$ cat src/design/adc_seq_cfg.svh
`ifndef ADC_SEQ_CFG_SVH
`define ADC_SEQ_CFG_SVH

// Byte offsets on the register bus
`define OFS_CTRL_A     5'h00
`define OFS_CTRL_B     5'h04
`define OFS_INPUT_SEL  5'h08
`define OFS_RESULT_LO  5'h0c
`define OFS_RESULT_HI  5'h10
`define OFS_POWER_RED  5'h14

// Control A fields
`define BIT_ENABLE     7
`define BIT_START      6
`define BIT_AUTO_TRIG  5
`define BIT_DONE_FLAG  4
`define BIT_IRQ_EN     3
// Input select fields
`define BIT_LEFT_ADJ   5
`define RST_BYTE       8'h00

// Converter clock cycle counts (index of the cycle in which a phase ends, on a rising or falling edge)
`define CYC_NORMAL_LAST 5'd12
`define CYC_FIRST_LAST  5'd24
`define CYC_AUTO_LAST   5'd13
`define SH_NORMAL_IDX   5'd1
`define SH_FIRST_IDX    5'd13
`define SH_AUTO_IDX     5'd1
`define SAR_MSB         4'd9
`endif

$ cat src/design/adc_seq_pkg.sv
package adc_seq_pkg;
  typedef enum logic [1:0] {MODE_NORMAL, MODE_FIRST, MODE_AUTO} conv_mode_e;
  typedef enum logic {ST_IDLE, ST_CONV} conv_state_e;
  typedef logic [7:0] byte_t;
endpackage : adc_seq_pkg

$ cat src/design/adc_conversion_sequencer.sv
// Design decisions made here: the address map and the Avalon-MM interface to the registers.
`timescale 1ns/1ns
`include "adc_seq_cfg.svh"
module adc_conversion_sequencer #(
  parameter logic [7:0][7:0] DIV_TABLE     = {8'd128, 8'd64, 8'd32, 8'd16, 8'd8, 8'd4, 8'd2, 8'd2},
  parameter logic [7:0][2:0] TRIG_MAP      = {3'h7, 3'h6, 3'h5, 3'h4, 3'h3, 3'h2, 3'h1, 3'h0},
  parameter logic [2:0]      FREE_RUN_CODE = 3'h0
) (
  // Clock and reset
  input  wire logic               mclk,
  input  wire logic               reset,
  // Avalon-MM slave
  input  wire logic [4:0]         address,
  input  wire logic               read,
  input  wire logic               write,
  input  wire logic [31:0]        writedata,
  output logic [31:0]             readdata,
  output logic                    waitrequest,
  // Trigger sources
  input  wire logic [7:0]         trigIn,
  // Analog side
  input  wire logic               compHigh,
  output logic [3:0]              channelSelect,
  output logic [1:0]              referenceSelect,
  output logic                    sampleHold,
  output logic [9:0]              dacCode,
  output logic                    convActive,
  output logic                    analogEnable
);
  import adc_seq_pkg::*;

  // Software-visible state
  logic                enable_reg;
  logic                autoTrig_reg;
  logic                doneFlag_reg;
  logic                irqEn_reg;
  logic [2:0]          prescalerSelect_reg;
  logic [2:0]          trigSelect_reg;
  logic [7:0]          inputSel_reg;
  logic                powerReduce_reg;
  logic [9:0]          result_reg;
  logic                resultLock_reg;
  // Sequencer state
  conv_state_e         state_reg;
  conv_mode_e          mode_reg;
  logic                startPend_reg;
  logic                firstPend_reg;
  logic [4:0]          cycCnt_reg;
  logic [7:0]          presCnt_reg;
  logic                sarOn_reg;
  logic [3:0]          sarBit_reg;
  logic [2:0]          trigSync_reg;
  logic                enablePrev_reg;

  // Bus decode, prescaler ticks, trigger and phase strobes
  logic                access;
  logic                wrHit;
  logic                rdHit;
  logic                convEn;
  logic [7:0]          divNow;
  logic                riseTick;
  logic                fallTick;
  logic                trigRaw;
  logic                trigEdge;
  logic                isFreeRun;
  logic                lastCycle;
  logic                doneNow;
  logic                shNow;
  logic                startNow;
  logic                trigStart;
  logic                clrFlag;
  logic [31:0]         readValue;

  // Place the 10-bit result into one byte lane
  function automatic byte_t resultByte(input logic [9:0] r, input logic leftAdj, input logic high);
    byte_t b;
    b = `RST_BYTE;
    if (leftAdj) begin
      b = high ? r[9:2] : {r[1:0], 6'h00};
    end else begin
      b = high ? {6'h00, r[9:8]} : r[7:0];
    end
    return b;
  endfunction : resultByte

  // Request is taken on the edge where waitrequest has already dropped
  assign access = (read | write) & ~waitrequest;
  assign wrHit  = access & write;
  assign rdHit  = access & read;
  // Power reduction overrides enable outright
  assign convEn = enable_reg & ~powerReduce_reg;

  // Prescaler ratio lookup; the half point gives the falling edge
  assign divNow   = DIV_TABLE[prescalerSelect_reg];
  // At or past the end point, so a ratio change mid-count never runs the counter round its full range
  assign riseTick = convEn & (presCnt_reg >= divNow - 8'h01);
  assign fallTick = convEn & (presCnt_reg == (divNow >> 1) - 8'h01);

  // Trigger source lookup; the done flag serves as the free-running source
  assign isFreeRun = (trigSelect_reg == FREE_RUN_CODE);
  assign trigRaw   = isFreeRun ? doneFlag_reg : trigIn[TRIG_MAP[trigSelect_reg]];
  // Edge is seen two clocks after the source moves
  assign trigEdge  = trigSync_reg[1] & ~trigSync_reg[2];
  // Only edges while idle count; a level still high never restarts
  assign trigStart = convEn & autoTrig_reg & trigEdge & (state_reg == ST_IDLE) & ~startPend_reg;
  // Start-bit request waits for the next converter rising edge
  assign startNow  = startPend_reg & riseTick & (state_reg == ST_IDLE);

  // Phase decode per conversion kind
  always_comb begin
    lastCycle = 1'b0;
    doneNow   = 1'b0;
    shNow     = 1'b0;
    unique case (mode_reg)
      MODE_FIRST: begin
        lastCycle = cycCnt_reg == `CYC_FIRST_LAST;
        doneNow   = riseTick & lastCycle;
        shNow     = fallTick & (cycCnt_reg == `SH_FIRST_IDX);
      end
      MODE_AUTO: begin
        lastCycle = cycCnt_reg == `CYC_AUTO_LAST;
        doneNow   = fallTick & lastCycle;
        shNow     = riseTick & (cycCnt_reg == `SH_AUTO_IDX);
      end
      MODE_NORMAL: begin
        lastCycle = cycCnt_reg == `CYC_NORMAL_LAST;
        doneNow   = riseTick & lastCycle;
        shNow     = fallTick & (cycCnt_reg == `SH_NORMAL_IDX);
      end
    endcase
    if (state_reg != ST_CONV) begin
      doneNow = 1'b0;
      shNow   = 1'b0;
    end
  end

  // Bus handshake: one wait cycle, read data prepared while waiting
  always_ff @(posedge mclk or posedge reset) begin
    if (reset) begin
      waitrequest <= 1'b1;
    end else begin
      waitrequest <= ~((read | write) & waitrequest);
    end
  end

  // Register read mux; start bit reads one during any conversion
  always_comb begin
    readValue = 32'h0000_0000;
    unique case (address)
      `OFS_CTRL_A: readValue[7:0] = {enable_reg, startPend_reg | (state_reg == ST_CONV), autoTrig_reg,
                                     doneFlag_reg, irqEn_reg, prescalerSelect_reg};
      `OFS_CTRL_B: readValue[2:0] = trigSelect_reg;
      `OFS_INPUT_SEL: readValue[7:0] = inputSel_reg;
      `OFS_RESULT_LO: readValue[7:0] = resultByte(result_reg, inputSel_reg[`BIT_LEFT_ADJ], 1'b0);
      `OFS_RESULT_HI: readValue[7:0] = resultByte(result_reg, inputSel_reg[`BIT_LEFT_ADJ], 1'b1);
      `OFS_POWER_RED: readValue[0] = powerReduce_reg;
      default: readValue = 32'h0000_0000;
    endcase
  end

  always_ff @(posedge mclk or posedge reset) begin
    if (reset) begin
      readdata <= 32'h0000_0000;
    end else if ((read | write) & waitrequest) begin
      readdata <= readValue;
    end
  end

  // Software control fields
  always_ff @(posedge mclk or posedge reset) begin
    if (reset) begin
      enable_reg          <= 1'b0;
      autoTrig_reg        <= 1'b0;
      irqEn_reg           <= 1'b0;
      prescalerSelect_reg <= 3'h0;
      trigSelect_reg      <= 3'h0;
      inputSel_reg        <= `RST_BYTE;
      powerReduce_reg     <= 1'b0;
    end else if (wrHit) begin
      unique case (address)
        `OFS_CTRL_A: begin
          enable_reg          <= writedata[`BIT_ENABLE];
          autoTrig_reg        <= writedata[`BIT_AUTO_TRIG];
          irqEn_reg           <= writedata[`BIT_IRQ_EN];
          prescalerSelect_reg <= writedata[2:0];
        end
        `OFS_CTRL_B:    trigSelect_reg  <= writedata[2:0];
        `OFS_INPUT_SEL: inputSel_reg    <= writedata[7:0];
        `OFS_POWER_RED: powerReduce_reg <= writedata[0];
        default: ;
      endcase
    end
  end

  // Done flag: hardware set wins over a write-one clear
  assign clrFlag = wrHit & (address == `OFS_CTRL_A) & writedata[`BIT_DONE_FLAG];
  always_ff @(posedge mclk or posedge reset) begin
    if (reset) begin
      doneFlag_reg <= 1'b0;
    end else if (doneNow) begin
      doneFlag_reg <= 1'b1;
    end else if (clrFlag) begin
      doneFlag_reg <= 1'b0;
    end
  end

  // Result lock: low read blocks, high read releases
  always_ff @(posedge mclk or posedge reset) begin
    if (reset) begin
      resultLock_reg <= 1'b0;
    end else if (rdHit & (address == `OFS_RESULT_LO)) begin
      resultLock_reg <= 1'b1;
    end else if (rdHit & (address == `OFS_RESULT_HI)) begin
      resultLock_reg <= 1'b0;
    end
  end

  // A locked result register drops the finished conversion
  always_ff @(posedge mclk or posedge reset) begin
    if (reset) begin
      result_reg <= 10'h000;
    end else if (doneNow & ~resultLock_reg) begin
      result_reg <= dacCode;
    end
  end

  // Prescaler held at zero while disabled, restarted by a trigger
  always_ff @(posedge mclk or posedge reset) begin
    if (reset) begin
      presCnt_reg <= 8'h00;
    end else if (~convEn | trigStart | riseTick) begin
      presCnt_reg <= 8'h00;
    end else begin
      presCnt_reg <= presCnt_reg + 8'h01;
    end
  end

  // Trigger synchroniser and edge history; stage 0 feeds only stage 1
  always_ff @(posedge mclk or posedge reset) begin
    if (reset) begin
      trigSync_reg <= 3'h0;
    end else begin
      trigSync_reg <= {trigSync_reg[1:0], trigRaw};
    end
  end

  // First conversion after enable takes the long path
  always_ff @(posedge mclk or posedge reset) begin
    if (reset) begin
      enablePrev_reg <= 1'b0;
      firstPend_reg  <= 1'b0;
    end else begin
      enablePrev_reg <= convEn;
      if (convEn & ~enablePrev_reg) begin
        firstPend_reg <= 1'b1;
      end else if (startNow | trigStart) begin
        firstPend_reg <= 1'b0;
      end
    end
  end

  // Start request: written one holds until the conversion begins
  always_ff @(posedge mclk or posedge reset) begin
    if (reset) begin
      startPend_reg <= 1'b0;
    end else if (~convEn | startNow) begin
      startPend_reg <= 1'b0;
    end else if (wrHit & (address == `OFS_CTRL_A) & writedata[`BIT_START] & writedata[`BIT_ENABLE]
                 & (state_reg == ST_IDLE)) begin
      startPend_reg <= 1'b1;
    end
  end

  // Conversion sequencer; start bit falls with completion in single mode
  always_ff @(posedge mclk or posedge reset) begin
    if (reset) begin
      state_reg  <= ST_IDLE;
      mode_reg   <= MODE_NORMAL;
      cycCnt_reg <= 5'd0;
    end else if (~convEn) begin
      state_reg  <= ST_IDLE;
      cycCnt_reg <= 5'd0;
    end else begin
      unique case (state_reg)
        ST_IDLE: begin
          cycCnt_reg <= 5'd0;
          if (startNow) begin
            state_reg <= ST_CONV;
            mode_reg  <= firstPend_reg ? MODE_FIRST : MODE_NORMAL;
          end else if (trigStart) begin
            state_reg <= ST_CONV;
            mode_reg  <= firstPend_reg ? MODE_FIRST : MODE_AUTO;
          end
        end
        ST_CONV: begin
          if (doneNow) begin
            cycCnt_reg <= 5'd0;
            // Free running chains straight on, start bit stays high
            if (autoTrig_reg & isFreeRun) begin
              mode_reg <= MODE_NORMAL;
            end else begin
              state_reg <= ST_IDLE;
            end
          end else if (riseTick) begin
            cycCnt_reg <= cycCnt_reg + 5'd1;
          end
        end
      endcase
    end
  end

  // Select buffer: follows software while idle or in the last cycle
  // A change during a free-run conversion lands only on the one after.
  always_ff @(posedge mclk or posedge reset) begin
    if (reset) begin
      channelSelect   <= 4'h0;
      referenceSelect <= 2'h0;
    end else if (convEn & ~startNow & ~trigStart & ((state_reg == ST_IDLE) | lastCycle)) begin
      channelSelect   <= inputSel_reg[3:0];
      referenceSelect <= inputSel_reg[7:6];
    end
  end

  // Successive approximation: one bit per converter rising edge after the sample
  always_ff @(posedge mclk or posedge reset) begin
    if (reset) begin
      dacCode    <= 10'h000;
      sarOn_reg  <= 1'b0;
      sarBit_reg <= 4'h0;
    end else if (~convEn) begin
      sarOn_reg <= 1'b0;
    end else if (shNow) begin
      dacCode    <= 10'h200;
      sarOn_reg  <= 1'b1;
      sarBit_reg <= `SAR_MSB;
    end else if (sarOn_reg & riseTick) begin
      dacCode[sarBit_reg] <= compHigh;
      if (sarBit_reg != 4'h0) begin
        dacCode[sarBit_reg - 4'h1] <= 1'b1;
        sarBit_reg                 <= sarBit_reg - 4'h1;
      end else begin
        sarOn_reg <= 1'b0;
      end
    end
  end

  // Analog strobes, registered so the pins never glitch
  always_ff @(posedge mclk or posedge reset) begin
    if (reset) begin
      sampleHold   <= 1'b0;
      convActive   <= 1'b0;
      analogEnable <= 1'b0;
    end else begin
      sampleHold   <= shNow;
      convActive   <= (state_reg == ST_CONV) & ~(doneNow & ~(autoTrig_reg & isFreeRun));
      analogEnable <= convEn;
    end
  end
endmodule : adc_conversion_sequencer

$ cat config.mk
export PLATFORM = sky130hd
export DESIGN_NAME = adc_conversion_sequencer
export DESIGN_NICKNAME = d
export VERILOG_FILES = /design/src/design/adc_seq_pkg.sv /design/src/design/adc_conversion_sequencer.sv
export VERILOG_INCLUDE_DIRS = /design/src /design/src/design
export SDC_FILE = /design/constraint.sdc
export NUM_CORES = 1
export LEC_CHECK = 0
export BUFFER_PORTS_ARGS = -buffer_cell sky130_fd_sc_hd__clkbuf_2
export CAP_MARGIN = 20
export CORE_MARGIN = 4
export CORE_UTILIZATION = 55
export CTS_CLUSTER_SIZE = 16
export DETAILED_ROUTE_END_ITERATION = 10
export MAX_ROUTING_LAYER = met4
export PLACE_DENSITY = 0.8
export SYNTH_ARGS = -nofsm -noshare
export SYNTH_HDL_FRONTEND = slang
export SYNTH_SLANG_ARGS = --single-unit
$ cat constraint.sdc
create_clock -name mclk -period 4.5 [get_ports mclk]
set_input_delay 0.225 -clock mclk [delete_from_list [all_inputs] [get_ports mclk]]
set_output_delay 0.225 -clock mclk [all_outputs]
set_load 0.02 [all_outputs]
Word level (Yosys, flattened, before mapping):

Memories as Yosys holds them, arrays and structs flattened.
Cells that the tools add are included.

* bitwise logic cells: 56
* equal/unequal tests: 18
* order comparisons: 8
* reductions and logical operators: 20
* add/subtract/negate cells: 5
* muxes and demuxes: 56

Operators with widths (count)
* $and 1x1->1: 35
* $mux 8: 4
* $mux 10: 3
* $mux 1: 24
* $eq 5x4->1 const B: 4
* $pmux 5 s4: 1
* $eq 5x5->1 const B: 3
* $mux 5: 3
* $not 1->1: 13
* $lt 3x4->1 const B: 3
* $mux 4: 3
* $reduce_and 2->1: 6
* $reduce_bool 2->1: 6
* $bwmux 10: 1
* $lt 4x5->1 const B: 2
* $mux 2: 5
* $or 10x10->10: 1
* $pmux 2 s5: 1
* $pmux 5 s2: 1
* $pmux 1 s3: 3
* $add 8x1->8 const B: 1
* $demux 1 s4: 2
* $eq 8x8->1: 1
* $ge 4x1->1 const B: 2
* other kinds (26): 35

* input bits: 50
* word-level logic and storage cells: 192
* memory bits (read-only): 88
* memories kept: 2
* output and inout bits: 52
* register bits after elaboration: 84

Memories
* (name not given): depth 8, bits a word 8, rd ports 1, clocked after memory_dff 0, wr ports 0, line adc_conversion_sequencer.sv:94 `assign divNow = DIV_TABLE[prescalerSelect_reg];`
* (name not given): depth 8, bits a word 3, rd ports 1, clocked after memory_dff 0, wr ports 0, line adc_conversion_sequencer.sv:101 `assign trigRaw = isFreeRun ? doneFlag_reg : trigIn[TRIG_MAP[trigSelect_reg]];`

Longest topological paths before layout:

Gate-level depths: netlist of the first run.

* depth after elaboration: 11
* mapped depth: 16
* gate-level depth less buffers: 12

Worst setup path after synthesis of the first run:

Ideal clock, no wire load.

* path type: register to register
* from: register prescalerSelect_reg[2]
* to: register result_reg[0]
* library setup time: 125 ps
* slack: 712 ps
* required time: 4375 ps
* buffers on the path: 3
* stages on the path, launching flop included: 16
* clock period less this slack: 3788 ps
* data arrival time: 3663 ps
* path through: dfrtp_1 clkbuf_1 or3b_2 ha_1 clkbuf_1 nor4bb_1 a31oi_1 ha_1 a211oi_1 o21ai_0 a221oi_1 nor2_1 a22o_2 nand3b_1 buf_6 mux2_4

* word-level cells in the longest chain between the ends: 9
* elaborated cells between the ends (all ways): 14
* classes of those cells: add/sub: 2; order compare: 1; eq/ne: 1; mux: 3; bitwise: 6; memory: 1

RTL lines
* start: declaration: line adc_conversion_sequencer.sv:37 `logic [2:0] prescalerSelect_reg;`
* start signal: assignment: line adc_conversion_sequencer.sv:185 `prescalerSelect_reg <= writedata[2:0];`
* $mem_v2 8x8 (*)
* $mux 8 (implied by the code) (*): line adc_conversion_sequencer.sv:94
* $sub 8x1->8 or $sub 7x1->8 (tied branches): line adc_conversion_sequencer.sv:96, adc_conversion_sequencer.sv:97
* $ge 8x8->1 or $eq 8x8->1 (tied branches): line adc_conversion_sequencer.sv:96, adc_conversion_sequencer.sv:97
* $and 1x1->1 (on tied branches): line adc_conversion_sequencer.sv:96, adc_conversion_sequencer.sv:97
* $and 1x1->1 (on tied branches): line adc_conversion_sequencer.sv:127, adc_conversion_sequencer.sv:117, adc_conversion_sequencer.sv:122
* $pmux 1 s3 (*): line adc_conversion_sequencer.sv:114 `unique case (mode_reg)`
* $mux 1 (*): line adc_conversion_sequencer.sv:131 `if (state_reg != ST_CONV) begin`
* $and 1x1->1 (*): line adc_conversion_sequencer.sv:222 `end else if (doneNow & ~resultLock_reg) begin`
* end signal: assignment: line adc_conversion_sequencer.sv:223 `result_reg <= dacCode;`
* end: declaration: line adc_conversion_sequencer.sv:41 `logic [9:0] result_reg;`

Mark *: on every way between the ends. The rest lies on a longest branch, timed or not. The select of a mux whose other input is x is not followed.
A chain may end at the register's enable or synchronous reset.

Final worst setup path of the first run:

* from: register prescalerSelect_reg[0]
* to: register channelSelect[2]

* word-level cells in the longest chain between the ends: 11

RTL lines
* $mem_v2 8x8
* $mux 8 (implied by the code): line adc_conversion_sequencer.sv:94
* $sub 8x1->8: line adc_conversion_sequencer.sv:96 `assign riseTick = convEn & (presCnt_reg >= divNow - 8'h01);`
* $ge 8x8->1: line adc_conversion_sequencer.sv:96
* $and 1x1->1: line adc_conversion_sequencer.sv:96
* $and 1x1->1 (2 in series): line adc_conversion_sequencer.sv:107 `assign startNow = startPend_reg & riseTick & (state_reg == ST_IDLE);`
* $not 1->1: line adc_conversion_sequencer.sv:318 `end else if (convEn & ~startNow & ~trigStart & ((state_reg == ST_IDLE) | lastCycle)) begin`
* $and 1x1->1 (3 in series): line adc_conversion_sequencer.sv:318
* end signal: assignment: line adc_conversion_sequencer.sv:319 `channelSelect <= inputSel_reg[3:0];`
* end: declaration: line adc_conversion_sequencer.sv:23 `output logic [3:0] channelSelect,`

Every way passes these cells. The select of a mux whose other input is x is not followed.

==> results of run 1 <==
[stage by stage]
step	instance area (sq um)	setup WS (ns)	util [%]
6_report	5410	0.382	62.0
3_5_place_dp	5210	0.372	59.7
5_1_grt	5410	0.165	62.0
4_1_cts	5410	0.359	62.0
3_3_place_gp	5210	0.462	59.7
2_1_floorplan	5040	0.712	-
[cells by family (layout without fill, tap and decap cells)]
kind of cell	after synthesis	in the layout	synth area share [%]
and+or+nand+nor	152	152	16.8
AOI/OAI and AO/OA	114	114	15.6
DFF	84	84	42.5
buffers and inverters	64	95	7.05
muxes	42	42	10.8
adders and majority gates	17	17	4.30
xor gates and xnor gates	16	16	2.83
other	1	24	0.0758
[layer usage]
| layer | global-route usage [%] | vias to the layer above |
|---|---|---|
| met2 | 37.4 | 159 |
| met3 | 3.79 | 30 |
| li1 | - | 1814 |
| met1 | 30.3 | 1877 |
| met4 | 8.67 | 0 |
| met5 | - | - |
[cell type report]
type	count	area share (%)
multi-input combinational	365	47.8
sequential	84	38.9
timing repair buffer	58	5.64
tap	108	2.50
clock buffer	10	2.36
inverter	21	1.48
clock inverter	6	1.36
[worst reg2reg max path, delay by kind of cell, from the launching register on]
kind	cells	cell delay, ns
compound gates	4	0.76
fa+ha+maj	2	0.66
buf+inv	1	0.26
flops	1	0.48
mux	1	0.39
simple gates	4	1.44
[where the power goes]
part	switching (uW)	leakage, uW	internal (uW)
Clock	292	0.0000950	263
Sequential	49.5	0.00110	814
Combinational	195	0.00129	133
[cell usage in the layout, fill, tap and decap left out, drive strengths merged, types with 7 or more instances in the layout]
cell type,Yosys,routed
conb,1,24
xnor2,8,8
nor2b,9,9
inv,20,21
nand2,36,36
nor2,34,34
xor2,8,8
nand3,14,14
a21oi,25,25
a31oi,8,8
ha,17,17
nor3,8,8
dfrtp,83,83
clkbuf,14,62
o2bb2ai,8,8
o21ai,34,34
nor3b,7,7
mux2,33,33
[worst min path at each step]
stage | from | end | slack [ns] | cells past startpoint
2_1_floorplan | trigSync_reg[0]$_DFF_PP0_ | trigSync_reg[1]$_DFF_PP0_ | 0.33 | 0
3_3_place_gp | trigSync_reg[0]$_DFF_PP0_ | trigSync_reg[1]$_DFF_PP0_ | 0.34 | 0
3_5_place_dp | trigSync_reg[0]$_DFF_PP0_ | trigSync_reg[1]$_DFF_PP0_ | 0.34 | 0
4_1_cts | reset | inputSel_reg[3]$_DFFE_PP0P_ | 0.02 | 2
5_1_grt | reset | referenceSelect[1]$_DFFE_PP0P_ | 0.08 | 2
6_report | reset | sampleHold$_DFF_PP0_ | -0.02 | 2
==> flow_summary.ini, run 1 <==
[detailed_routing]
drtIter0Drc = 229
dr_total_vias = 3880
drt-wirelength-per-cell_microns = 17.2
dr.pass1.iters = 5
ant_nets = 0
wl_met1_microns = 4700
routed_wl_microns = 11200
highest_layer = met4
wl_met3_microns = 808
drcViolationCount = 0
wl_met2_microns = 5420
vias_per_cell = 5.95

[floorplanning]
num_rows = 34
coreArea_sq_um = 8720
dieArea_sq_um = 10600
die_x_microns = 103
ios = 102
initial_core_util_pct = 56.8
die_y_microns = 103

[final_layout]
diodes = 0
multi_input_area_sq_um = 2580
fillers = 733
syn2layout_area_growth_pct = 9.28
final_cells = 652
nets = 606
regArea_sq_um = 2100
drive_gt1_share_pct = 23.7

[critical_path]
critPathBufInv = 1
rrSetupSlack_ns = 0.38
worstRegToRegCells = 12
critPathMostFrequentCell = ha_1
slowest_stage = or3b_2
startpoint_type = register
crit_start = prescalerSelect_reg[0]$_DFFE_PP0P_
timing_worst_setup_path_type = reg -> reg
reg2reg_to = channelSelect[2]$_DFFE_PP0P_
crit_path_max_fanout = 13
crit_required_ns = 4.75
endpoint_kind = register
crit_arrival_ns = 4.37
rr_startpoint = prescalerSelect_reg[0]$_DFFE_PP0P_
crit_cells = 12
critPathTopFamily = simple AND/OR/NAND/NOR gates
max_stage_delay_ns = 0.52
crit_end = channelSelect[2]$_DFFE_PP0P_
worstPathCellList = or3b_2, ha_1, nor4bb_1, a31oi_1, ha_1, a211oi_1, o21ai_0, a221oi_1, buf_4, nor3b_1, nor4_4, mux2_2

[clocking]
htreeDepth = 3
cts_buffers = 9
cts_tree = built
cts_sinks = 84
clockBufferDepth = 2
postCtsSetupBuffers = 0
root_buffer = clkbuf_8
cts_resized = 0
ctsHoldBuffers = 0
clk_pin_slew_ns = 0.08
clock_latency_ns = 0.38

[yosys]
yosysSeqAreaShare_pct = 42.5
netlist_area_sq_um = 4950
yosysWarningCount = 0
synthArstFlopShare_pct = 100
synth-edff-count = 0
postSynthAreaPerCell_sq_um = 10.1
synth.most_common_cell = dfrtp_1
synth_area_leaders = dfrtp_1 (42%), mux2_2 (5.2%), ha_1 (4.3%), buf_4 (3.6%), o21ai_0 (3.4%)
ys_seq_elements = 84
yosys.area.top_type = dfrtp_1
synthFlopType = dfrtp_1
ys_types = 72
syn_inst = 490
yosys-top-cells-count = dfrtp_1 (83), nand2_1 (36), nor2_1 (34), o21ai_0 (34)
synth_top_area_share_pct = 42.0

[placed_design]
numPortBuffers = 52
gp_congestion = 0.967
hpwl_microns = 8400
dp.cells = 636

[pwr]
vdd_drop_max_v = 0.000133
p_leak_uw = 0.00249
power_density_nw_per_um2 = 323
finalPower_uw = 1750

[timing]
hold_viol = 24
relSlewSlack_pct = 41.2
rsz0062_at_grt = no
slew_viol_final = 0
fin_crit_ns = 4.12
setup_tns_ns = 0
period_share_pct = 91.5
setup_viol = 0
fin_worst_skew_ns = 0.0201
max_freq_ghz = 0.243
worst_pin_slew_ns = 0.882
hold_slack_ns = -0.0170

[job]
max_cap_violations = 0

[outcome]
violations = negative hold slack
status = finished with violations

[grt]
grt_pass1_wl_microns = 18600
antenna_found_initial = 0
grt_pass1_vias = 3791
gr-usage-all-layers_pct = 23.4
grt_overflow = 0
grt_max_degree = 52

[hold_path]
hp-class = in -> async
(Power assumes the default switching activity.)
==> run 2, diff against run 1 <==
--- a/config.mk
+++ b/config.mk
@@ -13,7 +13,7 @@
 export CTS_CLUSTER_SIZE = 16
 export DETAILED_ROUTE_END_ITERATION = 10
 export MAX_ROUTING_LAYER = met4
-export PLACE_DENSITY = 0.8
+export PLACE_DENSITY = 0.91
 export SYNTH_ARGS = -nofsm -noshare
 export SYNTH_HDL_FRONTEND = slang
 export SYNTH_SLANG_ARGS = --single-unit
==> run 2 against run 1 <==
  * The run now ends clean
  * Final cell count increased by 0.31%
  * Fmax decreased by 0.87%
  * Register-to-register slack got worse by 0.04 ns
  * Utilization increased by 0.16 points
  * Global-route usage decreased by 0.78 points
  * Critical path type unchanged
  * Critical endpoint is now referenceSelect[0]$_DFFE_PP0P_
  * Largest cell class unchanged
  * Highest routed layer unchanged
==> flow_summary.ini, run 2 (synthesized netlist as in run 1, its figures left out) <==
[final_layout]
diodes = 0
final_cell_mix = dfrtp_1 (83), clkbuf_2 (52), nand2_1 (36)
final_cells = 654
syn2layout_area_growth_pct = 9.56
drive_gt1_share_pct = 24.0
layout_commonest_cell = dfrtp_1
nets = 608

[critical_path]
worstRegToRegCells = 13
slowest_stage = dfrtp_1
crit_start = prescalerSelect_reg[0]$_DFFE_PP0P_
reg2reg_to = referenceSelect[0]$_DFFE_PP0P_
crit_arrival_ns = 4.41
timing_worst_setup_path_type = reg -> reg
endpoint_kind = register
rr_startpoint = prescalerSelect_reg[0]$_DFFE_PP0P_
rrSetupSlack_ns = 0.35
max_stage_delay_ns = 0.50
worstPathCellList = or3b_2, ha_1, nor4bb_1, a31oi_1, ha_1, a211oi_1, o21ai_0, a221oi_1, buf_4, nor3b_1, nor4_4, buf_4, mux2_2
startpoint_type = register
crit_required_ns = 4.75
crit_path_max_fanout = 13

[pwr]
vdd_drop_max_v = 0.000171
p_leak_uw = 0.00251
p_comb_share_pct = 18.8
power_density_nw_per_um2 = 322
power.switching_uw = 533
pwr-share-clk_pct = 31.5
p_int_uw = 1210
switching_share_pct = 30.6
seqPwrFrac_pct = 49.6

[timing]
rsz0062_at_grt = no
fin_crit_ns = 4.15
worst_pin_slew_ns = 0.610
period_share_pct = 92.3
relSlewSlack_pct = 59.1
slew_viol_final = 0
max_freq_ghz = 0.241
setup_viol = 0
hold_viol = 0
fin_worst_skew_ns = 0.0143
setup_tns_ns = 0

[floorplanning]
dieArea_sq_um = 10600
die_x_microns = 103
num_rows = 34
die_y_microns = 103
ios = 102
coreArea_sq_um = 8720
initial_core_util_pct = 56.8

[detailed_routing]
dr.pass1.iters = 5
routed_wl_microns = 11200
dr_total_vias = 3916
drt-wirelength-per-cell_microns = 17.2
drcViolationCount = 0
drtIter0Drc = 281
vias_per_cell = 5.99
ant_nets = 0

[clocking]
clockBufferDepth = 2
clk_pin_slew_ns = 0.09
htreeDepth = 3
cts_sinks = 84
cts_tree = built
cts_resized = 0
root_buffer = clkbuf_8
cts_buffers = 9
clock_latency_ns = 0.36

[grt]
gr-usage-all-layers_pct = 22.7
grt_pass1_wl_microns = 18200
grt_overflow = 0
antenna_found_initial = 0
grt_pass1_vias = 3743
grt_max_degree = 51

[hold_path]
holdPathEnd = inputSel_reg[3]$_DFFE_PP0P_
hp-class = in -> reg
hold_depth = 3
hp-start = writedata[3]

[outcome]
status = finished clean

[placed_design]
dp.cells = 637
gp_congestion = 0.989
hpwl_microns = 8430
numPortBuffers = 52

[job]
max_cap_violations = 0
[run 2: changes by cell type in the layout (fill, tap and decap cells not counted), sizes merged]
cell / previous run / this run
clkinv: 3 / 5
clkinvlp: 2 / 0
buf: 6 / 7
clkbuf: 62 / 61
dlygate4sd3: 0 / 1
inv: 21 / 22
[run 2: layer usage]
metal	wire [microns]	share of wire, %	GRT usage (%)	vias up
met4	293	2.6	9.26	0
met5	0	0	-	-
met3	881	7.9	3.99	27
met1	4660	41	28.8	1891
li1	-	-	-	1804
met2	5390	48	36.0	194
[run 2: through the flow]
stage	total power [uW]	setup WS, ns	hold WS [ns]	util (%)	cell area, sq um
finish	1740	0.345	0.102	62.2	5420
global route	1830	0.161	0.109	62.2	5420
CTS	1750	0.407	0.0929	62.2	5420
detailed placement	1210	0.426	0.287	59.8	5220
global placement	1190	0.515	0.276	59.8	5220
floorplan	1120	0.712	0.331	-	5040
[run 2: critical path, delay by kind of cell, from the launching register on]
kind                       cells  cell delay, ns
AOI/OAI and AO/OA              4            0.76
adders and majority gates      2            0.67
buffers and inverters          2            0.47
DFF                            1            0.50
muxes                          1            0.34
and+or+nand+nor                4            1.30
[run 2: cell type report]
| cell class | instances | area [sq um] |
|---|---|---|
| well taps | 108 | 135 |
| fillers | 675 | 3300 |
| clock inverters | 7 | 73.8 |
| flip-flops and latches | 84 | 2100 |
| multi-input cells | 365 | 2580 |
| inverters | 21 | 80.1 |
| clock buffers | 9 | 124 |
| repair buffers | 60 | 323 |
[run 2: what timing repair did]
| action | CTS | global route |
|---|---|---|
| hold buffers | 1 | 0 |
| endpoints found under the hold margin | 33 | 0 |
| setup buffers | 0 | 0 |
[run 2: how the worst max path moves through the flow]
stage / endpoint / cells past startpoint
floorplan: result_reg[0]$_DFFE_PP0P_ / 15
global placement: referenceSelect[0]$_DFFE_PP0P_ / 13
detailed placement: referenceSelect[0]$_DFFE_PP0P_ / 13
CTS: referenceSelect[0]$_DFFE_PP0P_ / 13
global route: referenceSelect[0]$_DFFE_PP0P_ / 13
finish: referenceSelect[0]$_DFFE_PP0P_ / 13
[run 2: power groups by stage]
| stage | Sequential, uW | Combinational [uW] | Clock, uW |
|---|---|---|---|
| 5_1_grt | 874 | 360 | 592 |
| 3_3_place_gp | 876 | 313 | 0 |
| 4_1_cts | 865 | 329 | 556 |
| 6_report | 866 | 328 | 550 |
| 2_1_floorplan | 891 | 230 | 0 |
| 3_5_place_dp | 880 | 328 | 0 |
